$ cat src/logic/onv_consts.vh
// Purpose: shared constants for the nonvolatile load and program controller.
// Assumes: 50 MHz system clock.
// Notes: unlock values, page select codes and timing counts live here.
`ifndef ONV_CONSTS_VH
`define ONV_CONSTS_VH

`define ONV_CLK_MHZ          50
`define ONV_PROG_TIME_MS     100
`define ONV_PROG_CYCLES      (`ONV_PROG_TIME_MS * 1000 * `ONV_CLK_MHZ)
`define ONV_STAB_CYCLES      16

`define ONV_UNLOCK1_0        8'h02
`define ONV_UNLOCK1_1        8'hb7
`define ONV_UNLOCK1_2        8'h78
`define ONV_UNLOCK1_3        8'hbc
`define ONV_UNLOCK2_0        8'h7e
`define ONV_UNLOCK2_1        8'h12
`define ONV_UNLOCK2_2        8'h08
`define ONV_UNLOCK2_3        8'h6f

`define ONV_GO_PAGE1         2'h1
`define ONV_GO_PAGE2         2'h3

// Page status bit positions.
`define ONV_PS_LOADED        0
`define ONV_PS_LOADWARN      1
`define ONV_PS_PAGE_LOAD_ERROR       2
`define ONV_PS_SUCCESS       3
`define ONV_PS_ATTEMPT       4
`define ONV_PS_OVERVOLTAGE_OK          5
`define ONV_PS_UNDERVOLTAGE_OK          6
`define ONV_PS_PAGE_FORMAT_ERROR        7

// Programming status bit positions.
`define ONV_PG_DONE          0
`define ONV_PG_UNLOCK        1
`define ONV_PG_PROGRAM_UNDERVOLTAGE_ERROR         2
`define ONV_PG_PROGRAM_OVERVOLTAGE_ERROR         3
`define ONV_PG_STABILITY_UNDERVOLTAGE_ERROR        4
`define ONV_PG_STABILITY_OVERVOLTAGE_ERROR        5
`define ONV_PG_SELERR        6

// Fault bit positions.
`define ONV_FT_SEC           0
`define ONV_FT_DED           1
`define ONV_FT_FACTLD        2
`define ONV_FT_CUSTLD        3
`define ONV_FT_FACTCRC       4
`define ONV_FT_CUSTCRC       5
`define ONV_FT_GBLOV         6

`endif

$ cat src/logic/onv_secded.v
// Purpose: single correct, double detect decode of one stored word.
// Assumes: extended Hamming code, 8 data bits, 13 bit codeword.
// Notes: purely combinational.
`timescale 1ns/1ps
module onv_secded
(
   code_in,
   data_out,
   single_err,
   double_err
);
   input  wire [12:0] code_in;
   output reg  [7:0]  data_out;
   output reg         single_err;
   output reg         double_err;

   reg [3:0]  syn;
   reg        par;
   reg [12:0] fixed;
   integer    i;

   // Bit 0 is overall parity, bits 1..12 are Hamming positions.
   always @*
   begin
      syn = 4'h0;
      par = ^code_in;
      for (i = 1; i < 13; i = i + 1)
      begin
         if (code_in[i])
            syn = syn ^ i[3:0];
      end
      fixed = code_in;
      single_err = 1'b0;
      double_err = 1'b0;
      if (par)
      begin
         single_err = 1'b1;
         if (syn < 4'hd)
            fixed[syn] = ~code_in[syn];
      end
      else if (syn != 4'h0)
         double_err = 1'b1;
      data_out = {fixed[12:9], fixed[7:5], fixed[3]};
   end
endmodule

$ cat src/logic/onv_crc8.v
// Purpose: running CRC-8 over loaded bytes.
// Assumes: polynomial x^8+x^2+x+1, seed all ones.
// Notes: clear restarts the sum, enable folds in one byte.
`timescale 1ns/1ps
module onv_crc8
(
   clk_sys,
   rst_b,
   clear,
   enable,
   data_in,
   crc
);
   input  wire       clk_sys;
   input  wire       rst_b;
   input  wire       clear;
   input  wire       enable;
   input  wire [7:0] data_in;
   output reg  [7:0] crc;

   function [7:0] step;
      input [7:0] c;
      input [7:0] d;
      reg   [7:0] r;
      integer     k;
      begin
         r = c ^ d;
         for (k = 0; k < 8; k = k + 1)
            r = r[7] ? ({r[6:0], 1'b0} ^ 8'h07) : {r[6:0], 1'b0};
         step = r;
      end
   endfunction

   always @(posedge clk_sys)
   begin
      if (!rst_b || clear)
         crc <= 8'hff;
      else if (enable)
         crc <= step(crc, data_in);
   end
endmodule

$ cat src/logic/onv_ctrl.v
// Summary of operation
// - Every reset reloads factory shadows, and customer shadows when a page is valid.
// - Apply SEC/DED, flag single and double errors.
// - Separate factory and customer load error bits.
// - Separate factory and customer checksum error bits.
// - Programming overvoltage sets global overvoltage bit.
// - Load newest valid page, page 2 first.
// - Page valid only when success bit set.
// - Mark the selected page as loaded.
// - Single error: correct, warn, record block.
// - Double error: default block, flag, record block.
// - Stage one unlock bytes 02 b7 78 bc.
// - Stage two unlock bytes 7e 12 08 6f.
// - Any break in order voids unlock.
// - Unlock sets status; next write must start.
// - Start codes 01 page 1, 03 page 2.
// - Success sets done and page success bits.
// - Voltage faults clear ok bits, set errors.
// - Failed stability test leaves attempt clear.
// - Unavailable page sets selection error.
// - Faults latch until reset; global overvoltage also until condition gone.
// - No programming start above temperature limit.
//
// Purpose: nonvolatile array load at reset and guarded page programming.
// Assumes: array read port answers in one cycle; host writes are pulses.
// Notes: programming duration is a parameter so simulation can shorten it.
`timescale 1ns/1ps
`include "onv_consts.vh"
module onv_ctrl
#(
   parameter BLOCKS     = 8,
   parameter PROG_TIME  = `ONV_PROG_CYCLES,
   parameter STAB_TIME  = `ONV_STAB_CYCLES
)
(
   clk_sys,
   rst_b,
   nvm_addr,
   nvm_code,
   nvm_factory_checksum_error,
   nvm_customer_checksum_error,
   nvm_page_flags,
   prog_uv,
   prog_ov,
   over_temp,
   unlock_wr,
   unlock_idx,
   unlock_data,
   prog_ctrl_wr,
   prog_ctrl_data,
   other_access,
   fault_rst,
   shadow_wr,
   shadow_addr,
   shadow_data,
   nvm_prog_en,
   nvm_prog_page,
   load_busy,
   fault_status,
   customer_page1_status,
   customer_page2_status,
   programming_status,
   corrected_block_location,
   uncorrectable_block_location
);
   input  wire        clk_sys;
   input  wire        rst_b;
   output reg  [7:0]  nvm_addr;
   input  wire [12:0] nvm_code;
   input  wire [7:0]  nvm_factory_checksum_error;
   input  wire [7:0]  nvm_customer_checksum_error;
   input  wire [3:0]  nvm_page_flags;
   input  wire        prog_uv;
   input  wire        prog_ov;
   input  wire        over_temp;
   input  wire        unlock_wr;
   input  wire [2:0]  unlock_idx;
   input  wire [7:0]  unlock_data;
   input  wire        prog_ctrl_wr;
   input  wire [1:0]  prog_ctrl_data;
   input  wire        other_access;
   input  wire [6:0]  fault_rst;
   output reg         shadow_wr;
   output reg  [7:0]  shadow_addr;
   output reg  [7:0]  shadow_data;
   output reg         nvm_prog_en;
   output reg         nvm_prog_page;
   output reg         load_busy;
   output reg  [6:0]  fault_status;
   output reg  [7:0]  customer_page1_status;
   output reg  [7:0]  customer_page2_status;
   output reg  [6:0]  programming_status;
   output reg  [7:0]  corrected_block_location;
   output reg  [7:0]  uncorrectable_block_location;

   localparam S_IDLE  = 3'h0;
   localparam S_FACT  = 3'h1;
   localparam S_CUST  = 3'h2;
   localparam S_CHECK = 3'h3;
   localparam S_STAB  = 3'h4;
   localparam S_PROG  = 3'h5;

   // Sync of external status pins; first stage feeds only the second.
   reg [2:0]  meta;
   reg [2:0]  sync;
   wire       uv_s   = sync[0];
   wire       ov_s   = sync[1];
   wire       temp_s = sync[2];

   reg [2:0]  state;
   reg [7:0]  blk;
   reg [31:0] timer;
   reg [2:0]  ul_pos;
   reg        space_err;
   reg        sel_page;
   reg        load_cust;
   reg        seen_uv;
   reg        seen_ov;
   wire [7:0] dec_data;
   wire       dec_sec;
   wire       dec_ded;
   wire [7:0] crc_now;
   wire       crc_clear = (state == S_IDLE) || (state == S_CHECK);

   onv_secded u_dec
   (
      .code_in    (nvm_code),
      .data_out   (dec_data),
      .single_err (dec_sec),
      .double_err (dec_ded)
   );

   onv_crc8 u_crc
   (
      .clk_sys (clk_sys),
      .rst_b   (rst_b),
      .clear   (crc_clear),
      .enable  (state == S_FACT || state == S_CUST),
      .data_in (dec_data),
      .crc     (crc_now)
   );

   function [7:0] unlock_byte;
      input [2:0] i;
      begin
         case (i)
            3'h0: unlock_byte = `ONV_UNLOCK1_0;
            3'h1: unlock_byte = `ONV_UNLOCK1_1;
            3'h2: unlock_byte = `ONV_UNLOCK1_2;
            3'h3: unlock_byte = `ONV_UNLOCK1_3;
            3'h4: unlock_byte = `ONV_UNLOCK2_0;
            3'h5: unlock_byte = `ONV_UNLOCK2_1;
            3'h6: unlock_byte = `ONV_UNLOCK2_2;
            default: unlock_byte = `ONV_UNLOCK2_3;
         endcase
      end
   endfunction

   // Page is writable only with attempt and format error both clear.
   function page_free;
      input [7:0] st;
      begin
         page_free = !st[`ONV_PS_ATTEMPT] && !st[`ONV_PS_PAGE_FORMAT_ERROR];
      end
   endfunction

   wire [7:0] sel_stat = prog_ctrl_data[1] ? customer_page2_status
                                           : customer_page1_status;
   wire       unlocked = programming_status[`ONV_PG_UNLOCK];
   wire       prog_ok  = !(seen_uv | seen_ov);

   always @(posedge clk_sys)
   begin
      if (!rst_b)
      begin
         meta <= 3'h0;
         sync <= 3'h0;
      end
      else
      begin
         meta <= {over_temp, prog_ov, prog_uv};
         sync <= meta;
      end
   end

   always @(posedge clk_sys)
   begin
      if (!rst_b)
      begin
         state <= S_FACT;
         blk <= 8'h00;
         timer <= 32'h0;
         ul_pos <= 3'h0;
         space_err <= 1'b0;
         sel_page <= 1'b0;
         load_cust <= 1'b0;
         seen_uv <= 1'b0;
         seen_ov <= 1'b0;
         nvm_addr <= 8'h00;
         shadow_wr <= 1'b0;
         shadow_addr <= 8'h00;
         shadow_data <= 8'h00;
         nvm_prog_en <= 1'b0;
         nvm_prog_page <= 1'b0;
         load_busy <= 1'b1;
         fault_status <= 7'h00;
         customer_page1_status <= 8'h00;
         customer_page2_status <= 8'h00;
         programming_status <= 7'h00;
         corrected_block_location <= 8'h00;
         uncorrectable_block_location <= 8'h00;
      end
      else
      begin
         shadow_wr <= 1'b0;
         // clear only when condition gone; set wins
         if (fault_rst[`ONV_FT_GBLOV] && !ov_s)
            fault_status[`ONV_FT_GBLOV] <= 1'b0;
         fault_status[5:0] <= fault_status[5:0] & ~fault_rst[5:0];
         if (fault_rst[`ONV_FT_SEC])
            corrected_block_location <= 8'h00;
         if (fault_rst[`ONV_FT_DED])
            uncorrectable_block_location <= 8'h00;

         case (state)
            S_FACT, S_CUST:
            begin
               shadow_wr <= 1'b1;
               shadow_addr <= {load_cust, blk[6:0]};
               shadow_data <= dec_data;
               if (dec_sec)
               begin
                  fault_status[`ONV_FT_SEC] <= 1'b1;
                  corrected_block_location <= blk;
                  if (load_cust && sel_page)
                     customer_page2_status[`ONV_PS_LOADWARN] <= 1'b1;
                  else if (load_cust)
                     customer_page1_status[`ONV_PS_LOADWARN] <= 1'b1;
               end
               if (dec_ded)
               begin
                  shadow_data <= 8'h00;
                  space_err <= 1'b1;
                  fault_status[`ONV_FT_DED] <= 1'b1;
                  uncorrectable_block_location <= blk;
                  if (load_cust && sel_page)
                     customer_page2_status[`ONV_PS_PAGE_LOAD_ERROR] <= 1'b1;
                  else if (load_cust)
                     customer_page1_status[`ONV_PS_PAGE_LOAD_ERROR] <= 1'b1;
               end
               if (blk == BLOCKS - 1)
                  state <= S_CHECK;
               else
               begin
                  blk <= blk + 8'h01;
                  nvm_addr <= {load_cust, sel_page, blk[5:0] + 6'h01};
               end
            end
            S_CHECK:
            begin
               blk <= 8'h00;
               space_err <= 1'b0;
               if (!load_cust)
               begin
                  if (space_err)
                     fault_status[`ONV_FT_FACTLD] <= 1'b1;
                  if (crc_now != nvm_factory_checksum_error)
                     fault_status[`ONV_FT_FACTCRC] <= 1'b1;
                  customer_page1_status[`ONV_PS_SUCCESS] <= nvm_page_flags[0];
                  customer_page1_status[`ONV_PS_ATTEMPT] <= nvm_page_flags[1];
                  customer_page2_status[`ONV_PS_SUCCESS] <= nvm_page_flags[2];
                  customer_page2_status[`ONV_PS_ATTEMPT] <= nvm_page_flags[3];
                  // page 2 first, only if success bit set
                  if (nvm_page_flags[2] || nvm_page_flags[0])
                  begin
                     load_cust <= 1'b1;
                     sel_page <= nvm_page_flags[2];
                     nvm_addr <= {2'b11 & {1'b1, nvm_page_flags[2]}, 6'h00};
                     if (nvm_page_flags[2])
                        customer_page2_status[`ONV_PS_LOADED] <= 1'b1;
                     else
                        customer_page1_status[`ONV_PS_LOADED] <= 1'b1;
                     state <= S_CUST;
                  end
                  else
                  begin
                     state <= S_IDLE;
                     load_busy <= 1'b0;
                  end
               end
               else
               begin
                  if (space_err)
                     fault_status[`ONV_FT_CUSTLD] <= 1'b1;
                  if (crc_now != nvm_customer_checksum_error)
                     fault_status[`ONV_FT_CUSTCRC] <= 1'b1;
                  state <= S_IDLE;
                  load_busy <= 1'b0;
               end
            end
            S_IDLE:
            begin
               if (unlock_wr)
               begin
                  if (!unlocked && unlock_idx == ul_pos
                      && unlock_data == unlock_byte(ul_pos))
                  begin
                     ul_pos <= ul_pos + 3'h1;
                     if (ul_pos == 3'h7)
                        programming_status[`ONV_PG_UNLOCK] <= 1'b1;
                  end
                  else
                  begin
                     ul_pos <= 3'h0;
                     programming_status[`ONV_PG_UNLOCK] <= 1'b0;
                  end
               end
               else if (other_access && !unlocked)
                  ul_pos <= 3'h0;
               else if (prog_ctrl_wr)
               begin
                  ul_pos <= 3'h0;
                  programming_status <= 7'h00;
                  if (unlocked && !temp_s
                      && (prog_ctrl_data == `ONV_GO_PAGE1
                          || prog_ctrl_data == `ONV_GO_PAGE2))
                  begin
                     if (page_free(sel_stat))
                     begin
                        sel_page <= prog_ctrl_data[1];
                        seen_uv <= 1'b0;
                        seen_ov <= 1'b0;
                        timer <= 32'h0;
                        state <= S_STAB;
                     end
                     else
                        programming_status[`ONV_PG_SELERR] <= 1'b1;
                  end
               end
            end
            S_STAB:
            begin
               timer <= timer + 32'h1;
               seen_uv <= seen_uv | uv_s;
               seen_ov <= seen_ov | ov_s;
               if (timer == STAB_TIME - 1)
               begin
                  timer <= 32'h0;
                  if (seen_uv || seen_ov || uv_s || ov_s)
                  begin
                     programming_status[`ONV_PG_STABILITY_UNDERVOLTAGE_ERROR] <= seen_uv | uv_s;
                     programming_status[`ONV_PG_STABILITY_OVERVOLTAGE_ERROR] <= seen_ov | ov_s;
                     state <= S_IDLE;
                  end
                  else
                  begin
                     nvm_prog_en <= 1'b1;
                     nvm_prog_page <= sel_page;
                     state <= S_PROG;
                  end
               end
            end
            S_PROG:
            begin
               timer <= timer + 32'h1;
               seen_uv <= seen_uv | uv_s;
               seen_ov <= seen_ov | ov_s;
               if (ov_s)
                  fault_status[`ONV_FT_GBLOV] <= 1'b1;
               if (timer == PROG_TIME - 1)
               begin
                  nvm_prog_en <= 1'b0;
                  state <= S_IDLE;
                  programming_status[`ONV_PG_DONE] <= prog_ok;
                  programming_status[`ONV_PG_PROGRAM_UNDERVOLTAGE_ERROR] <= seen_uv;
                  programming_status[`ONV_PG_PROGRAM_OVERVOLTAGE_ERROR] <= seen_ov;
                  if (sel_page)
                  begin
                     customer_page2_status[`ONV_PS_ATTEMPT] <= 1'b1;
                     customer_page2_status[`ONV_PS_SUCCESS] <= prog_ok;
                     customer_page2_status[`ONV_PS_OVERVOLTAGE_OK] <= !seen_ov;
                     customer_page2_status[`ONV_PS_UNDERVOLTAGE_OK] <= !seen_uv;
                  end
                  else
                  begin
                     customer_page1_status[`ONV_PS_ATTEMPT] <= 1'b1;
                     customer_page1_status[`ONV_PS_SUCCESS] <= prog_ok;
                     customer_page1_status[`ONV_PS_OVERVOLTAGE_OK] <= !seen_ov;
                     customer_page1_status[`ONV_PS_UNDERVOLTAGE_OK] <= !seen_uv;
                  end
               end
            end
            default:
               state <= S_IDLE;
         endcase
      end
   end
endmodule

$ cat config.mk
export PLATFORM = sky130hd
export DESIGN_NAME = onv_ctrl
export DESIGN_NICKNAME = d
export VERILOG_FILES = /design/src/logic/onv_secded.v /design/src/logic/onv_crc8.v /design/src/logic/onv_ctrl.v
export VERILOG_INCLUDE_DIRS = /design/src /design/src/logic
export SDC_FILE = /design/constraint.sdc
export NUM_CORES = 1
export LEC_CHECK = 0
export BUFFER_PORTS_ARGS = -buffer_cell sky130_fd_sc_hd__clkbuf_2
export CAP_MARGIN = 20
export CORE_UTILIZATION = 56
export CTS_CLUSTER_DIAMETER = 40
export DETAILED_ROUTE_END_ITERATION = 8
export GPL_TIMING_DRIVEN = 0
export PLACE_DENSITY = 0.8
export SYNTH_ARGS = -nofsm -noshare
export SYNTH_HDL_FRONTEND = slang
export SYNTH_SLANG_ARGS = --single-unit
$ cat constraint.sdc
create_clock -name clk_sys -period 3.5 [get_ports clk_sys]
set_input_delay 0.175 -clock clk_sys [delete_from_list [all_inputs] [get_ports clk_sys]]
set_output_delay 0.175 -clock clk_sys [all_outputs]
set_load 0.01 [all_outputs]
==> flow_metrics.tcl, run 1 <==
set metrics [dict create \
    drtAntennaViolNets 0 \
    antenna_cells 0 \
    cts_tree "built" \
    grt_pass1_wl_mm 28.5 \
    report.power.total_w 0.00578 \
    crit_type "reg -> reg" \
    final_max_slew_viol_count 0 \
    crit_path_end_kind "flop" \
    synth_top_family_by_area "simple AND/OR/NAND/NOR gates" \
    cp_data_arrival_time_ps 3550 \
    slew_headroom_pct 38.9 \
    ys_async_sr_fraction_pct 0 \
    grt_pass1_vias 6013 \
    routed-via-count 6495 \
    antenna_found_initial 0 \
    wl_per_cell_um 14.9 \
    synth-adder-area-share_pct 1.22 \
    overflow 0 \
    min_period_over_period_pct 90.9 \
    setup_viol 0 \
    ys_seq_area_share_pct 38.1 \
    outcome "complete, no violations" \
    synth_edf_count 0 \
    cts.sinks 137 \
    hold_violations 0 \
    synthSimpleGateAreaFrac_pct 26.3 \
    power.leakage_nw 3.47 \
    fill_cells 1033 \
    dieHeight_um 115 \
    start_util_pct 57.3 \
    drt_iter0_markers 412 \
    place_hpwl_mm 13.1 \
    cts_made_buffers 17 \
    grt_max_degree 17 \
    finalSetupTns_ps 0 \
    ys_seq_elements 137 \
    max_freq_mhz 314 \
    critPathMaxFanout 8 \
    layout_commonest_cell "dfxtp_1" \
    insertion_delay_ps 430 \
    core-area_um2 12600 \
    final_cell_mix "dfxtp_1 (137), clkbuf_2 (129), nand2_1 (95), nor2_1 (82), xor2_1 (48)" \
    cts_max_path_buffers 2 \
    yosysWarnings 0 \
    rsz0062_at_grt "false" \
    required_ps 3870 \
    grt_use_total_pct 27.6 \
    post_cts_buffers 0 \
    drt-vias-per-instance 5.43 \
    syn_avg_cell_area_um2 8.38 \
    finalClockSkew_ps 12.0 \
    nets 1081 \
    startpoint_type "flop" \
    synth_xor_xnor_area_share_pct 14.0 \
    drv_cap 0 \
    ir_drop_uv 455 \
    finalCriticalPeriod_ps 3180 \
    cts_max_level 4 \
    ys_types 70 \
    gp_congestion 0.875 \
    drc_errors 0 \
    rows 41 \
    portBuffers 129 \
    synth_ff_type "dfxtp_1" \
    power_density_nw_per_um2 665 \
    synthMuxAreaShare_pct 1.82 \
    netlist_area_um2 7200 \
    clkTransAtPathRegs_ps 60 \
    tightest_slew_ps 909 \
    dieArea_um2 13300 \
    die-width_um 115 \
    firstDrtPassIters 5 \
    drive_above_1_share_pct 18.2 \
    hold_class "in -> reg" \
    netlist_instances 859 \
    pin_count 135 \
    syn_to_final_growth_pct 20.8 \
    wl_mm 17.8 \
    root_buffer "clkbuf_16" \
    synth_compound_area_share_pct 15.0 \
]
[layout make-up]
type / count / area (um2) / area share (%)
inverters: 19 / 71.3 / 0.820
flip-flops and latches: 137 / 2740 / 31.5
multi-input cells: 657 / 4210 / 48.4
clock buffers: 19 / 433 / 4.98
plain buffers: 47 / 186 / 2.14
clock inverters: 11 / 150 / 1.73
well taps: 172 / 215 / 2.47
repair buffers: 134 / 688 / 7.91
[power breakdown]
| part | total (W) | internal (W) | switching, W |
|---|---|---|---|
| registers | 0.00192 | 0.00176 | 0.000159 |
| clock network | 0.00179 | 0.00111 | 0.000676 |
| logic | 0.00207 | 0.000783 | 0.00129 |
| total | 0.00578 | 0.00366 | 0.00212 |
[Yosys cell counts, drive strengths merged, types with 9 or more instances]
library cell	n	area [um2]
a21boi	30	225
a21oi	43	219
a31oi	9	56.3
and2	24	150
clkbuf	40	150
dfxtp	137	2740
inv	19	71.3
mux2i	12	120
nand2	95	357
nand2b	13	86.3
nand3	33	165
nand3b	9	67.6
nand4	14	87.6
nor2	82	308
nor2b	27	169
nor3	15	75.1
nor3b	12	90.1
nor4	9	56.3
o21ai	40	200
or3	18	113
xnor2	44	415
xor2	50	453
[registers in the layout, summed over array words and instances (netlist names), 8 cells and up]
register                      count
timer                            32
blk                               8
corrected_block_location          8
nvm_addr                          8
shadow_addr                       8
shadow_data                       8
u_crc.crc                         8
uncorrectable_block_location      8
[critical path: stages (launching register included)]
cell,delay [ps]
dfxtp_1,470
inv_1,110
ha_1,280
a2111oi_1,650
nor2_1,140
xnor2_1,150
or4_1,420
nor4_2,480
nand2_1,90
o21ai_0,190
and2_1,150
[layer usage]
metal / part of all wire, % / vias to the layer above / track usage (%)
li1: - / 3269 / -
met1: 45 / 2998 / 34.4
met2: 47 / 190 / 45.5
met3: 5.8 / 38 / 6.38
met4: 2.4 / 0 / 12.4
met5: 0 / - / 0
[through the flow]
stage / instance area (um2) / hold WS, ps / std cells / worst slack, ps / util, %
6_report: 8700 / 5.88 / 1196 / 318 / 69.2
5_1_grt: 8700 / 29.5 / 1196 / 34.7 / 69.2
4_1_cts: 8680 / 2.96 / 1195 / 140 / 69.1
3_5_place_dp: 8070 / 390 / 1162 / 61.4 / 64.2
3_3_place_gp: 8060 / 383 / 1161 / 106 / 64.2
2_1_floorplan: 7200 / 302 / 860 / 592 / -
[cell families after synthesis]
group / count (synthesis)
simple gates: 372
flops: 137
mux: 13
compound gates: 163
xor+xnor: 100
other cells: 1
buf+inv: 66
fa+ha+maj: 7
[path summary, 6_finish.rpt]
check,startpoint,endpoint,slack [ps],cells after the start
worst max-delay path,ul_pos[0],ul_pos[1],320,10
worst min-delay path,nvm_page_flags[1],customer_page1_status[4],6,2
worst max register to register,ul_pos[0],ul_pos[1],320,10
worst min register to register,meta[2],sync[2],450,1
[timing repair]
action / 4_1_cts / 5_1_grt
gates resized for setup: 1 / 1
endpoints found under the setup margin: 1 / 3
hold buffers: 3 / 0
endpoints found under the hold margin: 3 / 0
Power figures use the tool's default switching activity.
==> run 2, diff against run 1 <==
ABC_AREA = 1   (was default)
CORE_UTILIZATION = 35   (was 56)
PLACE_DENSITY = default   (was 0.8)
==> run 2 against run 1 <==
Net effect: area after synthesis rose by 1.7%; cell count increased by 25%; count of clock-buffer cells in the layout fell by 1; register-to-register slack better by 330 ps; sequential share of layout area fell by 0.97 points; flip-flop and latch count unchanged; utilization is 25 points lower; critical endpoint is now timer[26]; largest cell class unchanged.
==> flow_metrics.tcl, run 2 <==
set metrics [dict create \
    outcome "complete, no violations" \
    finalSetupTns_ps 0 \
    synth_compound_area_share_pct 14.7 \
    netlist_instances 1050 \
    register_area_um2 2740 \
    synth_edf_count 0 \
    synthMuxAreaShare_pct 0.137 \
    gp_congestion 0.820 \
    root_buffer "clkbuf_16" \
    r2r_setup_slack_ps 640 \
    portBuffers 131 \
    grt_max_degree 17 \
    drive_above_1_share_pct 18.4 \
    cts_max_level 4 \
    cp_data_arrival_time_ps 3210 \
    largest_reg_flops 32 \
    start_util_pct 36.0 \
    synth_ff_type "dfxtp_1" \
    firstDrtPassIters 5 \
    overflow 0 \
    max_freq_mhz 350 \
    crit_path_end_kind "flop" \
    pin_count 135 \
    regMostFlops "timer" \
    critPathMaxStageDelay_ps 430 \
    finalClockSkew_ps 12.6 \
    path_cells "inv_1, nor3_2, o211ai_2, nor3_2, nand2_2, nor2_4, nand2_2, nor2_4, nand3_2, nor2_2, nand3_2, inv_2, nand3_1, or2_0, a21oi_1" \
    startpoint_type "flop" \
    hold_depth 4 \
    ys_seq_area_share_pct 37.4 \
    netlist_area_um2 7320 \
    drc_errors 0 \
    synth_most_common_cell "nand2_1" \
    crit_slowest_cell "nor3_2" \
    power_density_nw_per_um2 640 \
    slew_headroom_pct 45.6 \
    layout_commonest_cell "nand2_1" \
    cts.sinks 137 \
    crit_path_start "state[2]" \
    rows 52 \
    min_from "fault_rst[2]" \
    power.leakage_nw 4.07 \
    setup_slack_ps 644 \
    path_delay_family "simple AND/OR/NAND/NOR gates" \
    grt_use_total_pct 19.1 \
    drtAntennaViolNets 0 \
    ys_async_sr_fraction_pct 0 \
    antenna_found_initial 0 \
    post_cts_buffers 0 \
    synth_top_area_cell "dfxtp_1" \
    synth_top_family_by_area "simple AND/OR/NAND/NOR gates" \
    antenna_cells 0 \
    rsz0062_at_grt "false" \
    dieHeight_um 147 \
    synth_xor_xnor_area_share_pct 6.05 \
    synth_top_area_share_pct 37.4 \
    critPathMaxFanout 8 \
    final_max_slew_viol_count 0 \
    yosysWarnings 0 \
    setup_viol 0 \
    hold_end "fault_status[2]" \
    drv_cap 0 \
    pre_cts_ws_ps 624 \
    synth-adder-area-share_pct 1.20 \
    routed-via-count 7175 \
    ir_drop_uv 354 \
    final_cell_mix "nand2_1 (236), inv_1 (137), dfxtp_1 (137), clkbuf_2 (132), nand3_1 (87)" \
    required_ps 3850 \
    wl_mm 19.9 \
    min_period_over_period_pct 81.6 \
    drt-vias-per-instance 4.82 \
    worst_r2r_path_depth 15 \
    syn_avg_cell_area_um2 6.98 \
    clkTransAtPathRegs_ps 60 \
    cts_made_buffers 17 \
    core-area_um2 20400 \
    finalCriticalPeriod_ps 2860 \
    wl_per_cell_um 13.4 \
    hold_class "in -> reg" \
    ys_seq_elements 137 \
    cts_max_path_buffers 2 \
    crit_type "reg -> reg" \
    rr_endpoint "timer[26]" \
    drt_iter0_markers 423 \
    multi_input_area_um2 3910 \
    tightest_slew_ps 806 \
    synthSimpleGateAreaFrac_pct 31.2 \
    grt_pass1_wl_mm 32.8 \
    synth_top_cells_by_area "dfxtp_1 (37%), nand2_1 (12%), inv_1 (7.0%)" \
    hold_violations 0 \
    cts_tree "built" \
    die-width_um 147 \
    r2r_start "state[2]" \
    place_hpwl_mm 15.5 \
    dieArea_um2 21500 \
    grt_pass1_vias 6718 \
    insertion_delay_ps 420 \
    fill_cells 2107 \
    nets 1275 \
    syn_to_final_growth_pct 22.5 \
    path_buf_inv 2 \
    ys_types 53 \
    synth_common_cells "nand2_1 (236), dfxtp_1 (137), inv_1 (137)" \
]
-- run 2: worst register-to-register path, stage by stage, from the launching register on --
cell	delay (ps)
dfxtp_1	380
inv_1	80
nor3_2	430
o211ai_2	280
nor3_2	230
nand2_2	110
nor2_4	120
nand2_2	90
nor2_4	160
nand3_2	110
nor2_2	140
nand3_2	90
inv_2	120
nand3_1	100
or2_0	210
a21oi_1	110
-- run 2: through the flow --
stage	instances	hold WS (ps)	cell area, um2	total power, W	util, %
5_1_grt	1490	54.0	8970	0.00613	44.1
6_report	1490	19.0	8970	0.00574	44.1
3_5_place_dp	1452	366	8320	0.00397	40.9
3_3_place_gp	1452	362	8320	0.00395	40.9
2_1_floorplan	1051	273	7330	0.00333	-
4_1_cts	1490	6.47	8970	0.00579	44.1
-- run 2: layout make-up --
type	instances	area share (%)
timing repair buffer	137	7.98
clock buffer	18	4.78
buffer	26	1.25
tap	270	3.76
sequential	137	30.6
multi-input combinational	738	43.6
clock inverter	14	1.81
inverter	150	6.27
-- run 2: how the worst max path moves through the flow --
stage                end  slack, ps  cells after the start
6_report       timer[26]        640                     15
5_1_grt        timer[26]        300                     17
4_1_cts        timer[26]        620                     15
3_5_place_dp   timer[26]        620                     17
3_3_place_gp   timer[26]        660                     15
2_1_floorplan  timer[26]       1110                     17
-- run 2: routing by layer --
layer	vias up	wire, um	GRT usage (%)
li1	3771	-	-
met1	3242	9620	25.2
met2	144	9120	31.0
met3	18	890	3.91
met4	0	265	6.30
met5	-	0	0
-- run 2: kinds of logic after synthesis --
kind of cell	count (synthesis)
multiplexers	1
buffers and inverters	176
AO/OA/AOI/OAI	185
AND/OR/NAND/NOR	501
flip-flops	137
XOR/XNOR	42
adder cells (fa/ha/maj)	7
other	1
-- run 2: timing repair --
action	CTS	global route
hold buffers	6	0
resized for setup	0	0
endpoints found under the hold margin	6	0
-- run 2: power by group --
part | leakage [nW] | internal (W) | switching, W
Combinational | 2.69 | 0.000650 | 0.00127
Sequential | 1.11 | 0.00181 | 0.000201
Clock | 0.270 | 0.00106 | 0.000739
Total | 4.07 | 0.00353 | 0.00222
